===== config.mk =====
export PLATFORM = sky130hd
export DESIGN_NAME = t0coc_top
export DESIGN_NICKNAME = d
export VERILOG_FILES = /design/src/hw/t0coc_pkg.sv /design/src/hw/t0coc_chan.sv /design/src/hw/t0coc_top.sv
export SDC_FILE = /design/constraint.sdc
export NUM_CORES = 1
export LEC_CHECK = 0
export BUFFER_PORTS_ARGS = -buffer_cell sky130_fd_sc_hd__buf_2
export CORE_AREA = 2 2 149 115
export CTS_CLUSTER_SIZE = 24
export DETAILED_ROUTE_END_ITERATION = 10
export DIE_AREA = 0 0 151 117
export HOLD_SLACK_MARGIN = 0.08
export PLACE_DENSITY = 0.42
export SLEW_MARGIN = 20
export SYNTH_ARGS = -nofsm -noshare
export SYNTH_HDL_FRONTEND = slang
export SYNTH_HIERARCHICAL = 1
export SYNTH_SLANG_ARGS = --single-unit
export TNS_END_PERCENT = 5

===== constraint.sdc =====
create_clock -name clk -period 7.4 [get_ports clk]
set_clock_uncertainty 0.1 [all_clocks]
set_input_delay 2.22 -clock clk [delete_from_list [all_inputs] [get_ports clk]]
set_output_delay 2.22 -clock clk [all_outputs]
set_load 0.01 [all_outputs]

===== src/hw/t0coc_pkg.sv =====
// Purpose: shared constants and types for the timer0 compare output block
// Assumes: 8-bit counter, two compare channels, I/O-space register access
// Notes: register offsets are byte addresses on the data and I/O spaces
package t0coc_pkg;
  // register addresses
  localparam logic [7:0] ADDR_OUTPUT_MODE_DATA = 8'h44;
  localparam logic [7:0] ADDR_OUTPUT_MODE_IO = 8'h24;
  localparam logic [7:0] ADDR_CLOCK_CONTROL_DATA = 8'h45;
  localparam logic [7:0] ADDR_CLOCK_CONTROL_IO = 8'h25;
  localparam logic [7:0] ADDR_COMPARE_A_DATA = 8'h47;
  localparam logic [7:0] ADDR_COMPARE_B_DATA = 8'h48;
  localparam logic [7:0] ADDR_COUNT_DATA = 8'h46;
  localparam logic [7:0] ADDR_FLAGS_DATA = 8'h35;
  // reset values
  localparam logic [7:0] OUTPUT_MODE_RESET = 8'h00;
  localparam logic [7:0] CLOCK_CONTROL_RESET = 8'h00;
  // field positions in the output mode register
  localparam int CHAN_A_MODE_HI = 7;
  localparam int CHAN_A_MODE_LO = 6;
  localparam int CHAN_B_MODE_HI = 5;
  localparam int CHAN_B_MODE_LO = 4;
  localparam logic [7:0] OUTPUT_MODE_WRITE_MASK = 8'hf3;
  // field positions in the clock control register
  localparam int FORCE_A_BIT = 7;
  localparam int FORCE_B_BIT = 6;
  localparam int WAVE_HIGH_BIT = 3;
  localparam logic [7:0] CLOCK_CONTROL_WRITE_MASK = 8'h0f;
  // flag bit positions
  localparam int FLAG_A_BIT = 1;
  localparam int FLAG_B_BIT = 2;
  // counter extremes
  localparam logic [7:0] COUNT_BOTTOM = 8'h00;
  localparam logic [7:0] COUNT_MAX = 8'hff;
  // waveform mode codes
  localparam logic [2:0] WAVE_NORMAL = 3'h0;
  localparam logic [2:0] WAVE_PC_FIXED = 3'h1;
  localparam logic [2:0] WAVE_CLR_MATCH = 3'h2; // clear on match, top is A
  localparam logic [2:0] WAVE_FAST_FIXED = 3'h3;
  localparam logic [2:0] WAVE_PC_VAR = 3'h5;
  localparam logic [2:0] WAVE_FAST_VAR = 3'h7;
  // waveform type
  typedef enum logic [1:0] {
    T0COC_KIND_NONPWM,
    T0COC_KIND_FAST,
    T0COC_KIND_PHASE
  } t0coc_kind_type;
  // per-timer-tick event bundle for one channel
  typedef struct packed {
    logic match;
    logic at_bottom;
    logic at_top;
    logic counting_up;
    logic force_strobe;
  } t0coc_event_type;
endpackage


===== src/hw/t0coc_chan.sv =====
// Purpose: one compare output channel waveform register
// Assumes: events are one-cycle pulses, all but the force strobe qualified by the timer tick; counting_up is an unqualified direction level
// Notes: toggle support differs between channels, set by allow_toggle
`timescale 1ns/1ps
`default_nettype none
module t0coc_chan (
  // clock and reset
  input wire logic clk,
  input wire logic rst_n,
  // control
  input wire logic [1:0] mode,
  input wire t0coc_pkg::t0coc_kind_type kind,
  input wire logic wave_high,
  input wire logic allow_toggle,
  input wire logic compare_is_top,
  input wire t0coc_pkg::t0coc_event_type ev,
  // waveform
  output logic wave
);
  logic next_wave; // next waveform level

  // decides the next level from mode, waveform type and event
  always_comb begin
    next_wave = wave;
    case (kind)
      t0coc_pkg::T0COC_KIND_NONPWM: begin
        // non-pwm: toggle, clear or set on match or force
        if (ev.match || ev.force_strobe) begin
          case (mode)
            2'h1: next_wave = ~wave;
            2'h2: next_wave = 1'b0;
            2'h3: next_wave = 1'b1;
            default: next_wave = wave;
          endcase
        end
      end
      t0coc_pkg::T0COC_KIND_FAST: begin
        if (mode == 2'h1) begin
          // toggle only on the A channel with high mode bit
          if (allow_toggle && wave_high && ev.match) begin
            next_wave = ~wave;
          end
        end else if (mode[1]) begin
          // match ignored when compare equals top
          if (ev.match && !compare_is_top) begin
            next_wave = ~mode[0] ? 1'b0 : 1'b1;
          end else if (ev.at_bottom) begin
            next_wave = ~mode[0] ? 1'b1 : 1'b0;
          end
        end
      end
      t0coc_pkg::T0COC_KIND_PHASE: begin
        if (mode == 2'h1) begin
          if (allow_toggle && wave_high && ev.match) begin
            next_wave = ~wave;
          end
        end else if (mode[1]) begin
          // at top the action is the up-count result
          if (compare_is_top) begin
            if (ev.at_top) begin
              next_wave = mode[0];
            end
          end else if (ev.match) begin
            // up-count match clears for value 2, sets for 3
            next_wave = ev.counting_up ? mode[0] : ~mode[0];
          end
        end
      end
      default: next_wave = wave;
    endcase
  end

  // waveform register
  always_ff @(posedge clk or negedge rst_n) begin
    if (!rst_n) begin
      wave <= 1'b0;
    end else begin
      wave <= next_wave;
    end
  end
endmodule // t0coc_chan
`default_nettype wire


===== src/hw/t0coc_top.sv =====
// Purpose: timer0 counter with two compare output channels
// Assumes: I/O register port from the core, single 10 MHz clock
// Notes: prescaler is a divider producing one-cycle tick enables
`timescale 1ns/1ps
`default_nettype none
// Function
// - nonzero A mode hands pin to waveform
// - A non-pwm modes: off, toggle, clear, set
// - pwm A value 1 toggles only with high bit
// - fast pwm A: clear/set on match, reverse bottom
// - fast pwm A top compare: act at bottom
// - phase pwm A: up and down match actions
// - phase pwm A top compare: act at top
// - nonzero B mode hands pin to waveform
// - B non-pwm modes: off, toggle, clear, set
// - fast pwm B: value 1 reserved, else like A
// - fast pwm B top compare: ignore match
// - phase pwm B: value 1 reserved, match actions
// - phase pwm B top compare: act at top
// - mode bits pick sequence, top and type
// - control register at 0x44/0x24, reset zero
// - phase pwm modes 1 and 5 tops
// - fast pwm changes at match and wrap
module t0coc_top (
  // clock and reset
  input wire logic clk,
  input wire logic rst_n,
  // register port
  input wire logic [7:0] reg_addr,
  input wire logic [7:0] reg_wdata,
  input wire logic reg_write,
  input wire logic reg_read,
  input wire logic reg_io_space,
  output logic [7:0] reg_rdata,
  // waveform pins
  output logic chan_a_wave_out,
  output logic chan_a_pin_override,
  output logic chan_b_wave_out,
  output logic chan_b_pin_override,
  // flags
  output logic chan_a_match_flag,
  output logic chan_b_match_flag
);
  logic [7:0] timer0_output_mode_control; // mode register
  logic [7:0] next_mode_ctrl;
  logic [7:0] timer0_clock_control; // clock and high mode bit
  logic [7:0] next_clock_ctrl;
  logic [7:0] chan_a_compare_value; // active compare A
  logic [7:0] next_cmp_a;
  logic [7:0] chan_b_compare_value; // active compare B
  logic [7:0] next_cmp_b;
  logic [7:0] cmp_a_buf; // double buffer for pwm modes
  logic [7:0] next_cmp_a_buf;
  logic [7:0] cmp_b_buf;
  logic [7:0] next_cmp_b_buf;
  logic [7:0] timer_count_value; // counter
  logic [7:0] next_count;
  logic count_down; // phase pwm direction
  logic next_count_down;
  logic [9:0] presc; // prescaler divider
  logic [9:0] next_presc;
  logic tick; // timer clock enable
  logic [1:0] flags; // sticky match flags
  logic [1:0] next_flags;
  logic [7:0] next_rdata;
  logic next_ov_a;
  logic next_ov_b;
  logic [2:0] waveform_mode_field; // combined mode code
  t0coc_pkg::t0coc_kind_type kind;
  logic [7:0] top_value;
  logic hit_dec_a;
  logic hit_dec_b;
  logic addr_mode;
  logic addr_clock;
  t0coc_pkg::t0coc_event_type ev_a;
  t0coc_pkg::t0coc_event_type ev_b;
  logic wave_a;
  logic wave_b;

  // address decode, either space reaches the register
  always_comb begin
    addr_mode = 1'b0;
    addr_clock = 1'b0;
    if (reg_io_space && reg_addr == t0coc_pkg::ADDR_OUTPUT_MODE_IO) begin
      addr_mode = 1'b1;
    end else if (!reg_io_space &&
                 reg_addr == t0coc_pkg::ADDR_OUTPUT_MODE_DATA) begin
      addr_mode = 1'b1;
    end else if (reg_io_space &&
                 reg_addr == t0coc_pkg::ADDR_CLOCK_CONTROL_IO) begin
      addr_clock = 1'b1;
    end else if (!reg_io_space &&
                 reg_addr == t0coc_pkg::ADDR_CLOCK_CONTROL_DATA) begin
      addr_clock = 1'b1;
    end
  end

  // combined mode decode: sequence, top and waveform type
  always_comb begin
    waveform_mode_field = {timer0_clock_control[t0coc_pkg::WAVE_HIGH_BIT],
                           timer0_output_mode_control[1:0]};
    kind = t0coc_pkg::T0COC_KIND_NONPWM;
    top_value = t0coc_pkg::COUNT_MAX;
    case (waveform_mode_field)
      t0coc_pkg::WAVE_CLR_MATCH: top_value = chan_a_compare_value;
      t0coc_pkg::WAVE_PC_FIXED: kind = t0coc_pkg::T0COC_KIND_PHASE;
      t0coc_pkg::WAVE_PC_VAR: begin
        kind = t0coc_pkg::T0COC_KIND_PHASE;
        top_value = chan_a_compare_value;
      end
      t0coc_pkg::WAVE_FAST_FIXED: kind = t0coc_pkg::T0COC_KIND_FAST;
      t0coc_pkg::WAVE_FAST_VAR: begin
        kind = t0coc_pkg::T0COC_KIND_FAST;
        top_value = chan_a_compare_value;
      end
      default: kind = t0coc_pkg::T0COC_KIND_NONPWM;
    endcase
  end

  // match events, only on a timer tick; the force strobe is non-pwm only
  always_comb begin
    hit_dec_a = tick && (timer_count_value == chan_a_compare_value);
    hit_dec_b = tick && (timer_count_value == chan_b_compare_value);
    ev_a.match = hit_dec_a;
    ev_b.match = hit_dec_b;
    ev_a.at_bottom = tick && (timer_count_value == top_value); // wrap
    ev_b.at_bottom = ev_a.at_bottom;
    ev_a.at_top = tick && (timer_count_value == top_value);
    ev_b.at_top = ev_a.at_top;
    ev_a.counting_up = !count_down;
    ev_b.counting_up = !count_down;
    ev_a.force_strobe = reg_write && addr_clock &&
                        reg_wdata[t0coc_pkg::FORCE_A_BIT] &&
                        kind == t0coc_pkg::T0COC_KIND_NONPWM;
    ev_b.force_strobe = reg_write && addr_clock &&
                        reg_wdata[t0coc_pkg::FORCE_B_BIT] &&
                        kind == t0coc_pkg::T0COC_KIND_NONPWM;
    // in phase pwm bottom is not a wrap, so no bottom action there
    if (kind == t0coc_pkg::T0COC_KIND_PHASE) begin
      ev_a.at_bottom = 1'b0;
      ev_b.at_bottom = 1'b0;
      ev_a.at_top = tick && !count_down && timer_count_value == top_value;
      ev_b.at_top = ev_a.at_top;
    end
  end

  // next values for registers, counter, prescaler and flags
  always_comb begin
    next_mode_ctrl = timer0_output_mode_control;
    next_clock_ctrl = timer0_clock_control;
    next_cmp_a = chan_a_compare_value;
    next_cmp_b = chan_b_compare_value;
    next_cmp_a_buf = cmp_a_buf;
    next_cmp_b_buf = cmp_b_buf;
    next_count = timer_count_value;
    next_count_down = count_down;
    next_flags = flags;
    next_presc = presc + 10'h001;
    tick = (timer0_clock_control[2:0] == 3'h1); // no prescaling
    // register writes; unused bits 3:2 stay zero
    if (reg_write && addr_mode) begin
      next_mode_ctrl = reg_wdata & t0coc_pkg::OUTPUT_MODE_WRITE_MASK;
    end
    if (reg_write && addr_clock) begin
      next_clock_ctrl = reg_wdata & t0coc_pkg::CLOCK_CONTROL_WRITE_MASK;
    end
    if (reg_write && !reg_io_space &&
        reg_addr == t0coc_pkg::ADDR_COMPARE_A_DATA) begin
      next_cmp_a_buf = reg_wdata;
    end
    if (reg_write && !reg_io_space &&
        reg_addr == t0coc_pkg::ADDR_COMPARE_B_DATA) begin
      next_cmp_b_buf = reg_wdata;
    end
    // software clears a flag by writing one; a match in the same cycle wins
    if (reg_write && !reg_io_space &&
        reg_addr == t0coc_pkg::ADDR_FLAGS_DATA) begin
      next_flags = flags & ~{reg_wdata[t0coc_pkg::FLAG_B_BIT],
                             reg_wdata[t0coc_pkg::FLAG_A_BIT]};
    end
    // prescaler taps for clock select 2..5
    case (timer0_clock_control[2:0])
      3'h2: tick = (presc[2:0] == 3'h7);
      3'h3: tick = (presc[5:0] == 6'h3f);
      3'h4: tick = (presc[7:0] == 8'hff);
      3'h5: tick = (presc == 10'h3ff);
      default: tick = (timer0_clock_control[2:0] == 3'h1);
    endcase
    // buffers apply at once outside pwm, else on the tick at top
    if (kind == t0coc_pkg::T0COC_KIND_NONPWM) begin
      next_cmp_a = next_cmp_a_buf;
      next_cmp_b = next_cmp_b_buf;
    end else if (tick && timer_count_value == top_value) begin
      next_cmp_a = cmp_a_buf;
      next_cmp_b = cmp_b_buf;
    end
    // counter sequence
    if (tick) begin
      if (kind == t0coc_pkg::T0COC_KIND_PHASE) begin
        if (!count_down && timer_count_value == top_value) begin
          next_count_down = 1'b1;
          next_count = timer_count_value - 8'h01;
        end else if (count_down &&
                     timer_count_value == t0coc_pkg::COUNT_BOTTOM) begin
          next_count_down = 1'b0;
          next_count = timer_count_value + 8'h01;
        end else begin
          next_count = count_down ? timer_count_value - 8'h01
                                  : timer_count_value + 8'h01;
        end
      end else if (timer_count_value == top_value) begin
        next_count = t0coc_pkg::COUNT_BOTTOM; // flag meets the clear
        next_count_down = 1'b0;
      end else begin
        next_count = timer_count_value + 8'h01;
        next_count_down = 1'b0;
      end
    end
    // sticky flags, set beats clear; force strobes never set them
    if (hit_dec_a) begin
      next_flags[0] = 1'b1;
    end
    if (hit_dec_b) begin
      next_flags[1] = 1'b1;
    end
  end

  // read data and pin override next values
  always_comb begin
    next_rdata = 8'h00;
    if (reg_read && addr_mode) begin
      next_rdata = timer0_output_mode_control;
    end else if (reg_read && addr_clock) begin
      next_rdata = timer0_clock_control; // force bits read as zero
    end else if (reg_read && !reg_io_space &&
                 reg_addr == t0coc_pkg::ADDR_COUNT_DATA) begin
      next_rdata = timer_count_value;
    end else if (reg_read && !reg_io_space &&
                 reg_addr == t0coc_pkg::ADDR_FLAGS_DATA) begin
      next_rdata = {5'h00, flags, 1'b0};
    end
    next_ov_a = |timer0_output_mode_control[7:6];
    next_ov_b = |timer0_output_mode_control[5:4];
  end

  // register all state
  always_ff @(posedge clk or negedge rst_n) begin
    if (!rst_n) begin
      timer0_output_mode_control <= t0coc_pkg::OUTPUT_MODE_RESET;
      timer0_clock_control <= t0coc_pkg::CLOCK_CONTROL_RESET;
      chan_a_compare_value <= 8'h00;
      chan_b_compare_value <= 8'h00;
      cmp_a_buf <= 8'h00;
      cmp_b_buf <= 8'h00;
      timer_count_value <= 8'h00;
      count_down <= 1'b0;
      presc <= 10'h000;
      flags <= 2'h0;
      reg_rdata <= 8'h00;
      chan_a_pin_override <= 1'b0;
      chan_b_pin_override <= 1'b0;
      chan_a_match_flag <= 1'b0;
      chan_b_match_flag <= 1'b0;
      chan_a_wave_out <= 1'b0;
      chan_b_wave_out <= 1'b0;
    end else begin
      timer0_output_mode_control <= next_mode_ctrl;
      timer0_clock_control <= next_clock_ctrl;
      chan_a_compare_value <= next_cmp_a;
      chan_b_compare_value <= next_cmp_b;
      cmp_a_buf <= next_cmp_a_buf;
      cmp_b_buf <= next_cmp_b_buf;
      timer_count_value <= next_count;
      count_down <= next_count_down;
      presc <= next_presc;
      flags <= next_flags;
      reg_rdata <= next_rdata;
      chan_a_pin_override <= next_ov_a;
      chan_b_pin_override <= next_ov_b;
      chan_a_match_flag <= next_flags[0];
      chan_b_match_flag <= next_flags[1];
      chan_a_wave_out <= wave_a;
      chan_b_wave_out <= wave_b;
    end
  end

  // channel A waveform, toggle allowed with the high mode bit
  t0coc_chan u_chan_a (
    .clk(clk),
    .rst_n(rst_n),
    .mode(timer0_output_mode_control[7:6]),
    .kind(kind),
    .wave_high(timer0_clock_control[t0coc_pkg::WAVE_HIGH_BIT]),
    .allow_toggle(1'b1),
    .compare_is_top(chan_a_compare_value == top_value),
    .ev(ev_a),
    .wave(wave_a)
  );

  // channel B waveform, value 1 reserved in pwm so no toggle
  t0coc_chan u_chan_b (
    .clk(clk),
    .rst_n(rst_n),
    .mode(timer0_output_mode_control[5:4]),
    .kind(kind),
    .wave_high(timer0_clock_control[t0coc_pkg::WAVE_HIGH_BIT]),
    .allow_toggle(1'b0),
    .compare_is_top(chan_b_compare_value == top_value),
    .ev(ev_b),
    .wave(wave_b)
  );
endmodule // t0coc_top
`default_nettype wire


==> results of run 1 <==
## metrics by stage
stage / setup slack (ps) / power (W) / cell area, sq um / hold slack (ps) / utilization
2_1_floorplan: 3531 / 0.0006652 / 4757 / 312.1 / -
3_3_place_gp: 3096 / 0.0007412 / 5112 / 353.6 / 0.3134
5_1_grt: 3061 / 0.001323 / 5468 / 393.8 / 0.3352
3_5_place_dp: 3016 / 0.0007474 / 5112 / 364.2 / 0.3134
6_report: 3354 / 0.001248 / 5468 / 374.3 / 0.3352
4_1_cts: 3370 / 0.001266 / 5453 / 377.2 / 0.3343
## power by group through the flow
| stage | clock network (W) | registers [W] | logic, W |
|---|---|---|---|
| final | 0.000509 | 0.000517 | 0.000221 |
| after global routing | 0.000545 | 0.000525 | 0.000254 |
| after CTS | 0.000526 | 0.000517 | 0.000223 |
| after detailed placement | 0 | 0.000525 | 0.000223 |
| after global placement | 0 | 0.000523 | 0.000218 |
| after floorplan | 0 | 0.000494 | 0.000172 |
## flip-flops by register name, indices dropped and copies added, names as in the netlist, 4 cells and up
signal                      cells
chan_a_compare_value            8
timer0_output_mode_control      6
chan_b_compare_value            8
timer0_clock_control            4
cmp_b_buf                       8
cmp_a_buf                       8
presc                          10
timer_count_value               8
reg_rdata                       8
## worst reg2reg max path: stages, from the launching register on
cell	delay, ps
dfrtp_1	340
buf_4	370
nand2_1	300
and2_4	290
o41a_1	470
or3_1	370
or4_1	470
a21oi_1	280
nor4bb_1	100
o22a_1	180
or2_0	230
o41ai_1	350
## per-layer routing
layer  share of wire  GRT usage
met1            0.52     0.2182
met2            0.44     0.2333
met3           0.035    0.03140
met4           0.010    0.03364
met5               0          0
## kinds of logic after synthesis
kind of cell | share of synthesized area
flip-flops | 0.4051
multiplexers | 0.1218
other | 0.001579
AO/OA/AOI/OAI | 0.1439
AND/OR/NAND/NOR | 0.1904
buffers and inverters | 0.03945
XOR/XNOR | 0.04787
adder cells (fa/ha/maj) | 0.04997
## cell type report
| type | instances | area, sq um |
|---|---|---|
| clock inverters | 5 | 107.6 |
| fillers | 1686 | 10850 |
| repair buffers | 37 | 202.7 |
| flip-flops and latches | 77 | 1927 |
| multi-input cells | 359 | 2643 |
| well taps | 215 | 269.0 |
| inverters | 23 | 86.33 |
| clock buffers | 11 | 232.7 |
## final timing paths
kind / from / endpoint / slack, ps / cells after the start
setup / recovery: reg_addr[1] / u_chan_b/wave / 3350 / 10
hold / removal: presc[9] / presc[9] / 370 / 1
setup reg to reg: timer0_output_mode_control[0] / u_chan_b/wave / 3420 / 11
hold reg to reg: presc[9] / presc[9] / 370 / 1
max in group asynchronous: rst_n / timer_count_value[0] / 4870 / 1
min in group asynchronous: rst_n / cmp_b_buf[0] / 1800 / 1
## cell usage in the layout (no fill, tap or decap), drive strengths merged, types with 3 or more instances in the layout
| cell | netlist | layout |
|---|---|---|
| a211o | 5 | 5 |
| a21o | 6 | 6 |
| a21oi | 36 | 36 |
| a222oi | 3 | 3 |
| a22o | 8 | 8 |
| and2 | 4 | 4 |
| and3 | 10 | 10 |
| buf | 4 | 37 |
| bufinv | 0 | 3 |
| clkbuf | 19 | 11 |
| dfrtp | 77 | 77 |
| ha | 19 | 19 |
| inv | 23 | 24 |
| mux2 | 31 | 31 |
| mux2i | 23 | 23 |
| nand2 | 20 | 20 |
| nand2b | 10 | 10 |
| nand3 | 10 | 10 |
| nand4 | 9 | 9 |
| nor2 | 38 | 38 |
| nor2b | 5 | 5 |
| nor3 | 11 | 11 |
| nor4 | 8 | 8 |
| o21ai | 6 | 6 |
| o21bai | 6 | 6 |
| o22ai | 4 | 4 |
| o41ai | 5 | 5 |
| or2 | 6 | 6 |
| or3 | 7 | 7 |
| or3b | 8 | 8 |
| xnor2 | 19 | 19 |
| xor2 | 7 | 7 |
==> out/results.ini, run 1 <==
[pwr]
seq_power_share = 0.414
switching_power_w = 0.0003576
vdd_drop_max_mv = 0.1395
power_frac_clock = 0.408
p_int_w = 0.0008899
netSwitchingFraction = 0.2867
p_leak_nw = 2.490
power_density_nw_per_um2 = 228.2
p_comb_frac = 0.178

[clocking]
cts_sinks = 77
ctsHtreeMaxLevel = 3
cts_buffer_depth = 2
worstSkewPairLatency_ps = 330
clkTransAtPathRegs_ps = 60
cts_resized = 0
numCtsBuffers = 9
root_buffer = clkbuf_16
cts_tree = built
postCtsSetupBuffers = 0
cts-hold-fix-buffers = 0

[setup_path]
critical_path.cell_chain = buf_2 -> nor3_1 -> nor2b_1 -> nand3_1 -> nor2_1 -> and2_1 -> nand2b_1 -> a32oi_1 -> o41ai_1 -> o41ai_1
crit_family = simple AND/OR/NAND/NOR gates
max_stage_delay_ps = 350
endpoint_kind = flip-flop
crit_arrival_ps = 4140
crit_top_cell = o41ai_1
cp.required_ps = 7500
crit_type = in -> reg
cp.buffers_inverters = 1
cp-start-kind = primary input
crit_fanout = 5
slowest_stage = o41ai_1

[logic_synthesis]
synthFlopType = dfrtp_1
ys_async_sr_fraction = 1.000
ys_seq_area_frac = 0.4050
netlist_area_sq_um = 4757
synthMostInstantiatedCell = dfrtp_1
synth.ff_latch_count = 77
synth_edf_count = 0
synth_warnings = 6
synth_top_area_frac = 0.4050
synth_largest_area_cell = dfrtp_1
synth_cell_types = 62
synth_fp_nets = 522
synth_cells = 482
yosys-top-cells-count = dfrtp_1 (77), nor2_1 (38), a21oi_1 (36)
synthTopCellsByArea = dfrtp_1 (41%), mux2_2 (7.3%), ha_1 (5.0%)
syn_avg_cell_area_sq_um = 9.869

[die]
io_pins = 35
die_w_um = 151
chipHeight_um = 117
rows = 41
die-area_sq_um = 17670
core_sq_um = 16310
start_util = 0.2916

[global_routing]
antenna_found_initial = 0
grt_overflow = 0
grt_pass1_vias = 3678
grt_max_degree = 78
grt_pass1_wl_mm = 20.23
grt_usage = 0.1508

[sta]
rsz0062_at_grt = no
tightest_slew_ps = 1059
post-route-period-util = 0.5467
fmax_mhz = 247.2
setup_viol = 0
hold_viol_final = 0
drv_slew = 0
slew_headroom = 0.2889
fin_crit_ps = 4046
fin_tns_setup_ps = 0

[worst_hold_path]
hold_path.class = reg -> reg

[job]
cap_violations = 0

[layout]
area_delta_synth_final_pct = 14.94
final_cells = 727
fin_nets = 547
antennaDiodeCount = 0
final_layout_size_suffix_gt1_frac = 0.1953

[route]
drc = 0
dr.pass1.iters = 5
drt_first_iter_violations = 232
vias = 3711
wl_per_cell_um = 17.15
final_antenna_net_count = 0
via_per_inst = 5.105
wl_mm = 12.47

[placed_design]
placed_cells = 710
gp_congestion = 0.8117
dp_hpwl_mm = 9.054
port_buffers = 34

[run_status]
outcome = completed

Note: power is estimated with default switching activity, not from simulation.
==> inputs of run 2 (changes only) <==
==> constraint.sdc (replaced) <==
create_clock -name clk -period 4.2 [get_ports clk]
set_clock_uncertainty 0.1 [all_clocks]
set_input_delay 1.26 -clock clk [delete_from_list [all_inputs] [get_ports clk]]
set_output_delay 1.26 -clock clk [all_outputs]
set_load 0.01 [all_outputs]
==> run 2 against run 1 <==
Register-to-register slack lost 3000 ps. Via count increased by 0.86%. Non-clock buffer count grew 11. Clock power is 55% higher. Flip-flop and latch count is the same. Critical path type is now reg -> reg. Worst hold slack lost 11 ps. Final area up 0.55%. Critical endpoint unchanged.
==> out/results.ini, run 2 (synthesis gave the netlist of run 1 again) <==
[layout]
antennaDiodeCount = 0  ; unchanged
fin_nets = 558  ; +2.0%
largest_register = presc
layout_commonest_cell = dfrtp_1
layout_common_cells = dfrtp_1 (77), nor2_1 (38), a21oi_1 (36)
largest_reg_flops = 10  ; unchanged
final_layout_size_suffix_gt1_frac = 0.2103  ; +0.01501
stdcell_area_sq_um = 5498  ; +0.55%
area_delta_synth_final_pct = 15.57

[job]
cap_violations = 0  ; unchanged

[worst_hold_path]
holdPathStages = 0  ; -1
hold_path.class = reg -> reg
min_to = chan_a_wave_out
worstHoldStart = u_chan_a/wave

[route]
wl_per_cell_um = 17.34  ; +1.1%
via_per_inst = 5.072  ; -0.64%
dr.pass1.iters = 5  ; unchanged
drt_first_iter_violations = 275  ; +19%
final_antenna_net_count = 0  ; unchanged
drc = 0  ; unchanged
vias = 3743  ; +0.86%
wl_mm = 12.80  ; +2.6%

[placed_design]
port_buffers = 34  ; unchanged
dp_hpwl_mm = 9.439  ; +4.3%
dp_slack_ps = 474.7  ; -2542 ps
gp_congestion = 0.8123  ; about the same
placedInstanceArea_sq_um = 5202  ; +1.8%

[pwr]
p_leak_nw = 2.517  ; +1.1%
vdd_drop_max_mv = 0.3050  ; +120%
power_density_nw_per_um2 = 384.4  ; +68%

[setup_path]
cp.required_ps = 4320  ; -3180 ps
cp-start-kind = flip-flop
crit_type = reg -> reg
endpoint_kind = flip-flop
ff2ff_setup_slack_ps = 420  ; -3000 ps
crit_fanout = 11  ; +6
regToRegEndpoint = u_chan_b/wave
crit_arrival_ps = 3900  ; -240 ps
reg2regPathDepth = 10  ; -1
r2r_start = timer0_output_mode_control[0]

[clocking]
worstSkewPairLatency_ps = 340  ; about the same
numCtsBuffers = 9  ; unchanged
postCtsSetupBuffers = 0  ; unchanged
cts_tree = built
clkTransAtPathRegs_ps = 60  ; about the same
cts_resized = 0  ; unchanged
root_buffer = clkbuf_16
cts_buffer_depth = 2  ; unchanged
cts_sinks = 77  ; unchanged
cts-hold-fix-buffers = 0  ; unchanged
ctsHtreeMaxLevel = 3  ; unchanged

[die]
die-area_sq_um = 17670  ; unchanged
rows = 41  ; unchanged
core_sq_um = 16310  ; unchanged
die_w_um = 151  ; unchanged
start_util = 0.2916  ; unchanged
io_pins = 35  ; unchanged
chipHeight_um = 117  ; unchanged

[sta]
slew_headroom = 0.4895  ; +0.2007
layout_setup_ws_ps = 416.8  ; -2937 ps
fin_tns_setup_ps = 0  ; unchanged
finalHoldWorstSlack_ps = 363.6  ; -10.71 ps
post-route-period-util = 0.9008
fin_crit_ps = 3783
fmax_mhz = 264.3
hold_viol_final = 0  ; unchanged
drv_slew = 0  ; unchanged
rsz0062_at_grt = no
tightest_slew_ps = 759.9  ; -298.7 ps
setup_viol = 0  ; unchanged

[global_routing]
grt_max_degree = 47  ; -40%
antenna_found_initial = 0  ; unchanged
grt_overflow = 0  ; unchanged
grt_pass1_wl_mm = 20.58  ; +1.7%
grt_pass1_vias = 3627  ; -1.4%
grt_usage = 0.1555  ; +0.004610

[run_status]
outcome = completed

[run 2: cell count changes in the layout (fill, tap and decap cells not counted), sizes merged]
cell,delta
bufinv,-2
buf,+11
inv,-1
clkinvlp,+2
clkinv,-1
clkbuf,+2
[run 2: worst max-delay path: stages (launching register included)]
cell,delay [ps]
dfrtp_1,430
or3b_1,500
and2_4,230
o41a_1,470
or3_1,370
or4_1,470
a21oi_1,230
nor4bb_1,90
o22a_1,180
or2_0,220
o41ai_1,370
[run 2: worst max-delay path by stage]
stage	startpoint	end	slack (ps)	depth (start not counted)
global route	timer0_output_mode_control[0]	u_chan_a/wave	200	10
floorplan	timer0_clock_control[3]	u_chan_a/wave	820	11
detailed placement	timer0_output_mode_control[0]	u_chan_a/wave	470	10
global placement	timer0_output_mode_control[0]	u_chan_b/wave	570	10
CTS	timer0_output_mode_control[0]	u_chan_a/wave	430	10
finish	timer0_output_mode_control[0]	u_chan_b/wave	420	10
[run 2: through the flow]
step | total power [W] | instances | utilization
after floorplan | 0.001172 | 482 | -
after global placement | 0.001334 | 722 | 0.3189
after detailed placement | 0.001338 | 722 | 0.3189
after CTS | 0.002143 | 738 | 0.3370
after global routing | 0.002239 | 738 | 0.3370
final | 0.002113 | 738 | 0.3370
[run 2: layout make-up]
type                    count  area (sq um)
well taps                 215         269.0
repair buffers             48         277.8
flip-flops and latches     77          1927
multi-input cells         359          2643
fillers                  1681         10820
inverters                  23         86.33
clock inverters             3         45.04
clock buffers              13         250.2
[run 2: per-layer routing]
metal | wire [um] | GRT usage | vias up
met1 | 6658 | 0.2278 | 1801
met3 | 613 | 0.03527 | 15
met5 | 0 | 0 | -
met4 | 240 | 0.04548 | 0
li1 | - | - | 1830
met2 | 5282 | 0.2291 | 97
[run 2: report_power, final]
group          internal, W  switching, W  leakage (nW)
registers         0.000803     0.0000660          1.04
logic             0.000198      0.000259          1.34
clock network     0.000477      0.000310         0.136
total              0.00148      0.000635          2.52
==> inputs of run 3 (changes only) <==
--- a/config.mk
+++ b/config.mk
@@ -6,12 +6,12 @@
 export NUM_CORES = 1
 export LEC_CHECK = 0
 export BUFFER_PORTS_ARGS = -buffer_cell sky130_fd_sc_hd__buf_2
-export CORE_AREA = 2 2 149 115
+export CORE_AREA = 2 2 106 83
 export CTS_CLUSTER_SIZE = 24
 export DETAILED_ROUTE_END_ITERATION = 10
-export DIE_AREA = 0 0 151 117
+export DIE_AREA = 0 0 108 85
 export HOLD_SLACK_MARGIN = 0.08
-export PLACE_DENSITY = 0.42
+export PLACE_DENSITY = 0.75
 export SLEW_MARGIN = 20
 export SYNTH_ARGS = -nofsm -noshare
 export SYNTH_HDL_FRONTEND = slang
==> constraint.sdc (replaced) <==
create_clock -name clk -period 4.2 [get_ports clk]
set_clock_uncertainty 0.1 [all_clocks]
set_input_delay 1.26 -clock clk [delete_from_list [all_inputs] [get_ports clk]]
set_output_delay 1.26 -clock clk [all_outputs]
set_load 0.05 [all_outputs]
==> run 3 against run 2 <==
Wire length shrank 15%. Core utilization grew 30 points. Sequential power grew 3.6%. Critical path depth is the same. Die area shrank 48%. Clock power shrank 29%. First-iteration DRC count grew 3.6%. Sequential share of layout area grew 1.9 points. Critical path type unchanged. Largest power group unchanged. Highest routed layer unchanged.
==> out/results.ini, run 3 (synthesis gave the netlist of run 1 again) <==
[setup_path]
crit_type = reg -> reg
max_stage_delay_ps = 490  ; about the same
cp.buffers_inverters = 0  ; unchanged
cp.required_ps = 4360  ; +40 ps
crit_fanout = 11  ; unchanged
crit_arrival_ps = 3870  ; -30 ps
critical_path.cell_chain = or3b_1 -> and2_4 -> o41a_1 -> or3_1 -> or4_1 -> a21oi_1 -> nor4bb_1 -> o22a_1 -> or2_0 -> o41ai_1
crit_family = simple AND/OR/NAND/NOR gates
endpoint_kind = flip-flop
slowest_stage = or3b_1
cp-start-kind = flip-flop

[layout]
largest_register = presc
fin_nets = 552  ; -1.1%
layout_commonest_cell = dfrtp_1
stdcell_area_sq_um = 5213  ; -5.2%
area_delta_synth_final_pct = 9.574
largest_reg_flops = 10  ; unchanged
layout_common_cells = dfrtp_1 (77), nor2_1 (38), a21oi_1 (36)
final_layout_size_suffix_gt1_frac = 0.2035  ; -0.006837
antennaDiodeCount = 0  ; unchanged

[global_routing]
grt_max_degree = 78  ; +66%
grt_usage = 0.2565  ; +0.1011
grt_overflow = 0  ; unchanged
antenna_found_initial = 0  ; unchanged
grt_pass1_wl_mm = 18.22  ; -11%
grt_pass1_vias = 3677  ; +1.4%

[die]
start_util = 0.5827  ; +0.2911
core_sq_um = 8164  ; -50%
chipHeight_um = 85  ; -27%
rows = 29  ; -29%
io_pins = 35  ; unchanged
die_w_um = 108  ; -28%
die-area_sq_um = 9180  ; -48%

[sta]
fin_tns_setup_ps = 0  ; unchanged
fin_crit_ps = 3706  ; -77.03 ps
fmax_mhz = 269.8  ; +2.1%
slew_headroom = 0.3661  ; -0.1234
setup_viol = 0  ; unchanged
post-route-period-util = 0.8824  ; -0.01834
rsz0062_at_grt = no
tightest_slew_ps = 950.8  ; +190.9 ps
drv_slew = 0  ; unchanged
hold_viol_final = 0  ; unchanged

[route]
via_per_inst = 6.115  ; +21%
drc = 0  ; unchanged
final_antenna_net_count = 0  ; unchanged
drt_first_iter_violations = 285  ; +3.6%
wl_per_cell_um = 17.46  ; +0.72%
dr.pass1.iters = 6  ; +1
wl_mm = 10.90  ; -15%
vias = 3816  ; +2.0%

[clocking]
numCtsBuffers = 9  ; unchanged
worstSkewPairLatency_ps = 370  ; +30 ps
root_buffer = clkbuf_8
clkTransAtPathRegs_ps = 90  ; +30 ps
cts-hold-fix-buffers = 0  ; unchanged
ctsHtreeMaxLevel = 3  ; unchanged
cts_tree = built
cts_sinks = 77  ; unchanged
postCtsSetupBuffers = 0  ; unchanged
cts_buffer_depth = 2  ; unchanged
cts_resized = 0  ; unchanged

[job]
cap_violations = 0  ; unchanged

[pwr]
p_leak_nw = 2.436  ; -3.2%
p_comb_frac = 0.237  ; +0.021
switching_power_w = 0.0006544  ; +3.1%
power_density_nw_per_um2 = 366.4  ; -4.7%
vdd_drop_max_mv = 0.2049  ; -33%
p_int_w = 0.001256  ; -15%
power_frac_clock = 0.292  ; -0.081
seq_power_share = 0.471  ; +0.060
netSwitchingFraction = 0.3426  ; +0.04224
finalPower_w = 0.001910  ; -9.6%

[run_status]
outcome = completed

[worst_hold_path]
hold_path.class = reg -> reg

[placed_design]
dp_hpwl_mm = 7.890  ; -16%
placedInstanceArea_sq_um = 5024  ; -3.4%
port_buffers = 34  ; unchanged
gp_congestion = 0.9649  ; +19%

[run 3: worst paths after layout]
kind	from	endpoint	slack [ps]	cells after the start
max	timer0_clock_control[3]	u_chan_a/wave	490	10
min	presc[4]	presc[4]	370	1
max reg2reg	timer0_clock_control[3]	u_chan_a/wave	490	10
min reg2reg	presc[4]	presc[4]	370	1
max in group asynchronous	rst_n	reg_rdata[4]	2440	1
min in group asynchronous	rst_n	timer_count_value[1]	940	1
[run 3: layout make-up]
class	instances	area, sq um
Sequential cell	77	1927
Clock inverter	5	61.31
Clock buffer	10	127.6
Multi-Input combinational cell	359	2643
Tap cell	108	135.1
Timing Repair Buffer	42	232.7
Inverter	23	86.33
Fill cell	673	2952
[run 3: through the flow]
| stage | hold slack, ps | setup slack (ps) | instances | utilization |
|---|---|---|---|---|
| finish | 374.7 | 493.8 | 624 | 0.6385 |
| global route | 387.1 | 317.1 | 624 | 0.6385 |
| CTS | 376.9 | 489.9 | 624 | 0.6385 |
| detailed placement | 344.1 | 525.2 | 609 | 0.6153 |
| global placement | 344.6 | 623.4 | 609 | 0.6153 |
| floorplan | 312.1 | 817.1 | 482 | - |
[run 3: power groups by stage]
stage	clock network [W]	registers, W	logic, W
floorplan	0	0.000930	0.000302
global placement	0	0.000908	0.000438
detailed placement	0	0.000911	0.000448
CTS	0.000570	0.000897	0.000451
global route	0.000598	0.000910	0.000500
finish	0.000558	0.000900	0.000452
[run 3: layer usage]
metal,part of all wire,wire length [um],global-route usage,vias up
met2,0.46,4971,0.4019,112
met1,0.46,5057,0.3619,1874
li1,-,-,-,1804
met3,0.057,625,0.04224,26
met5,0,0,0.005495,-
met4,0.022,241,0.09207,0
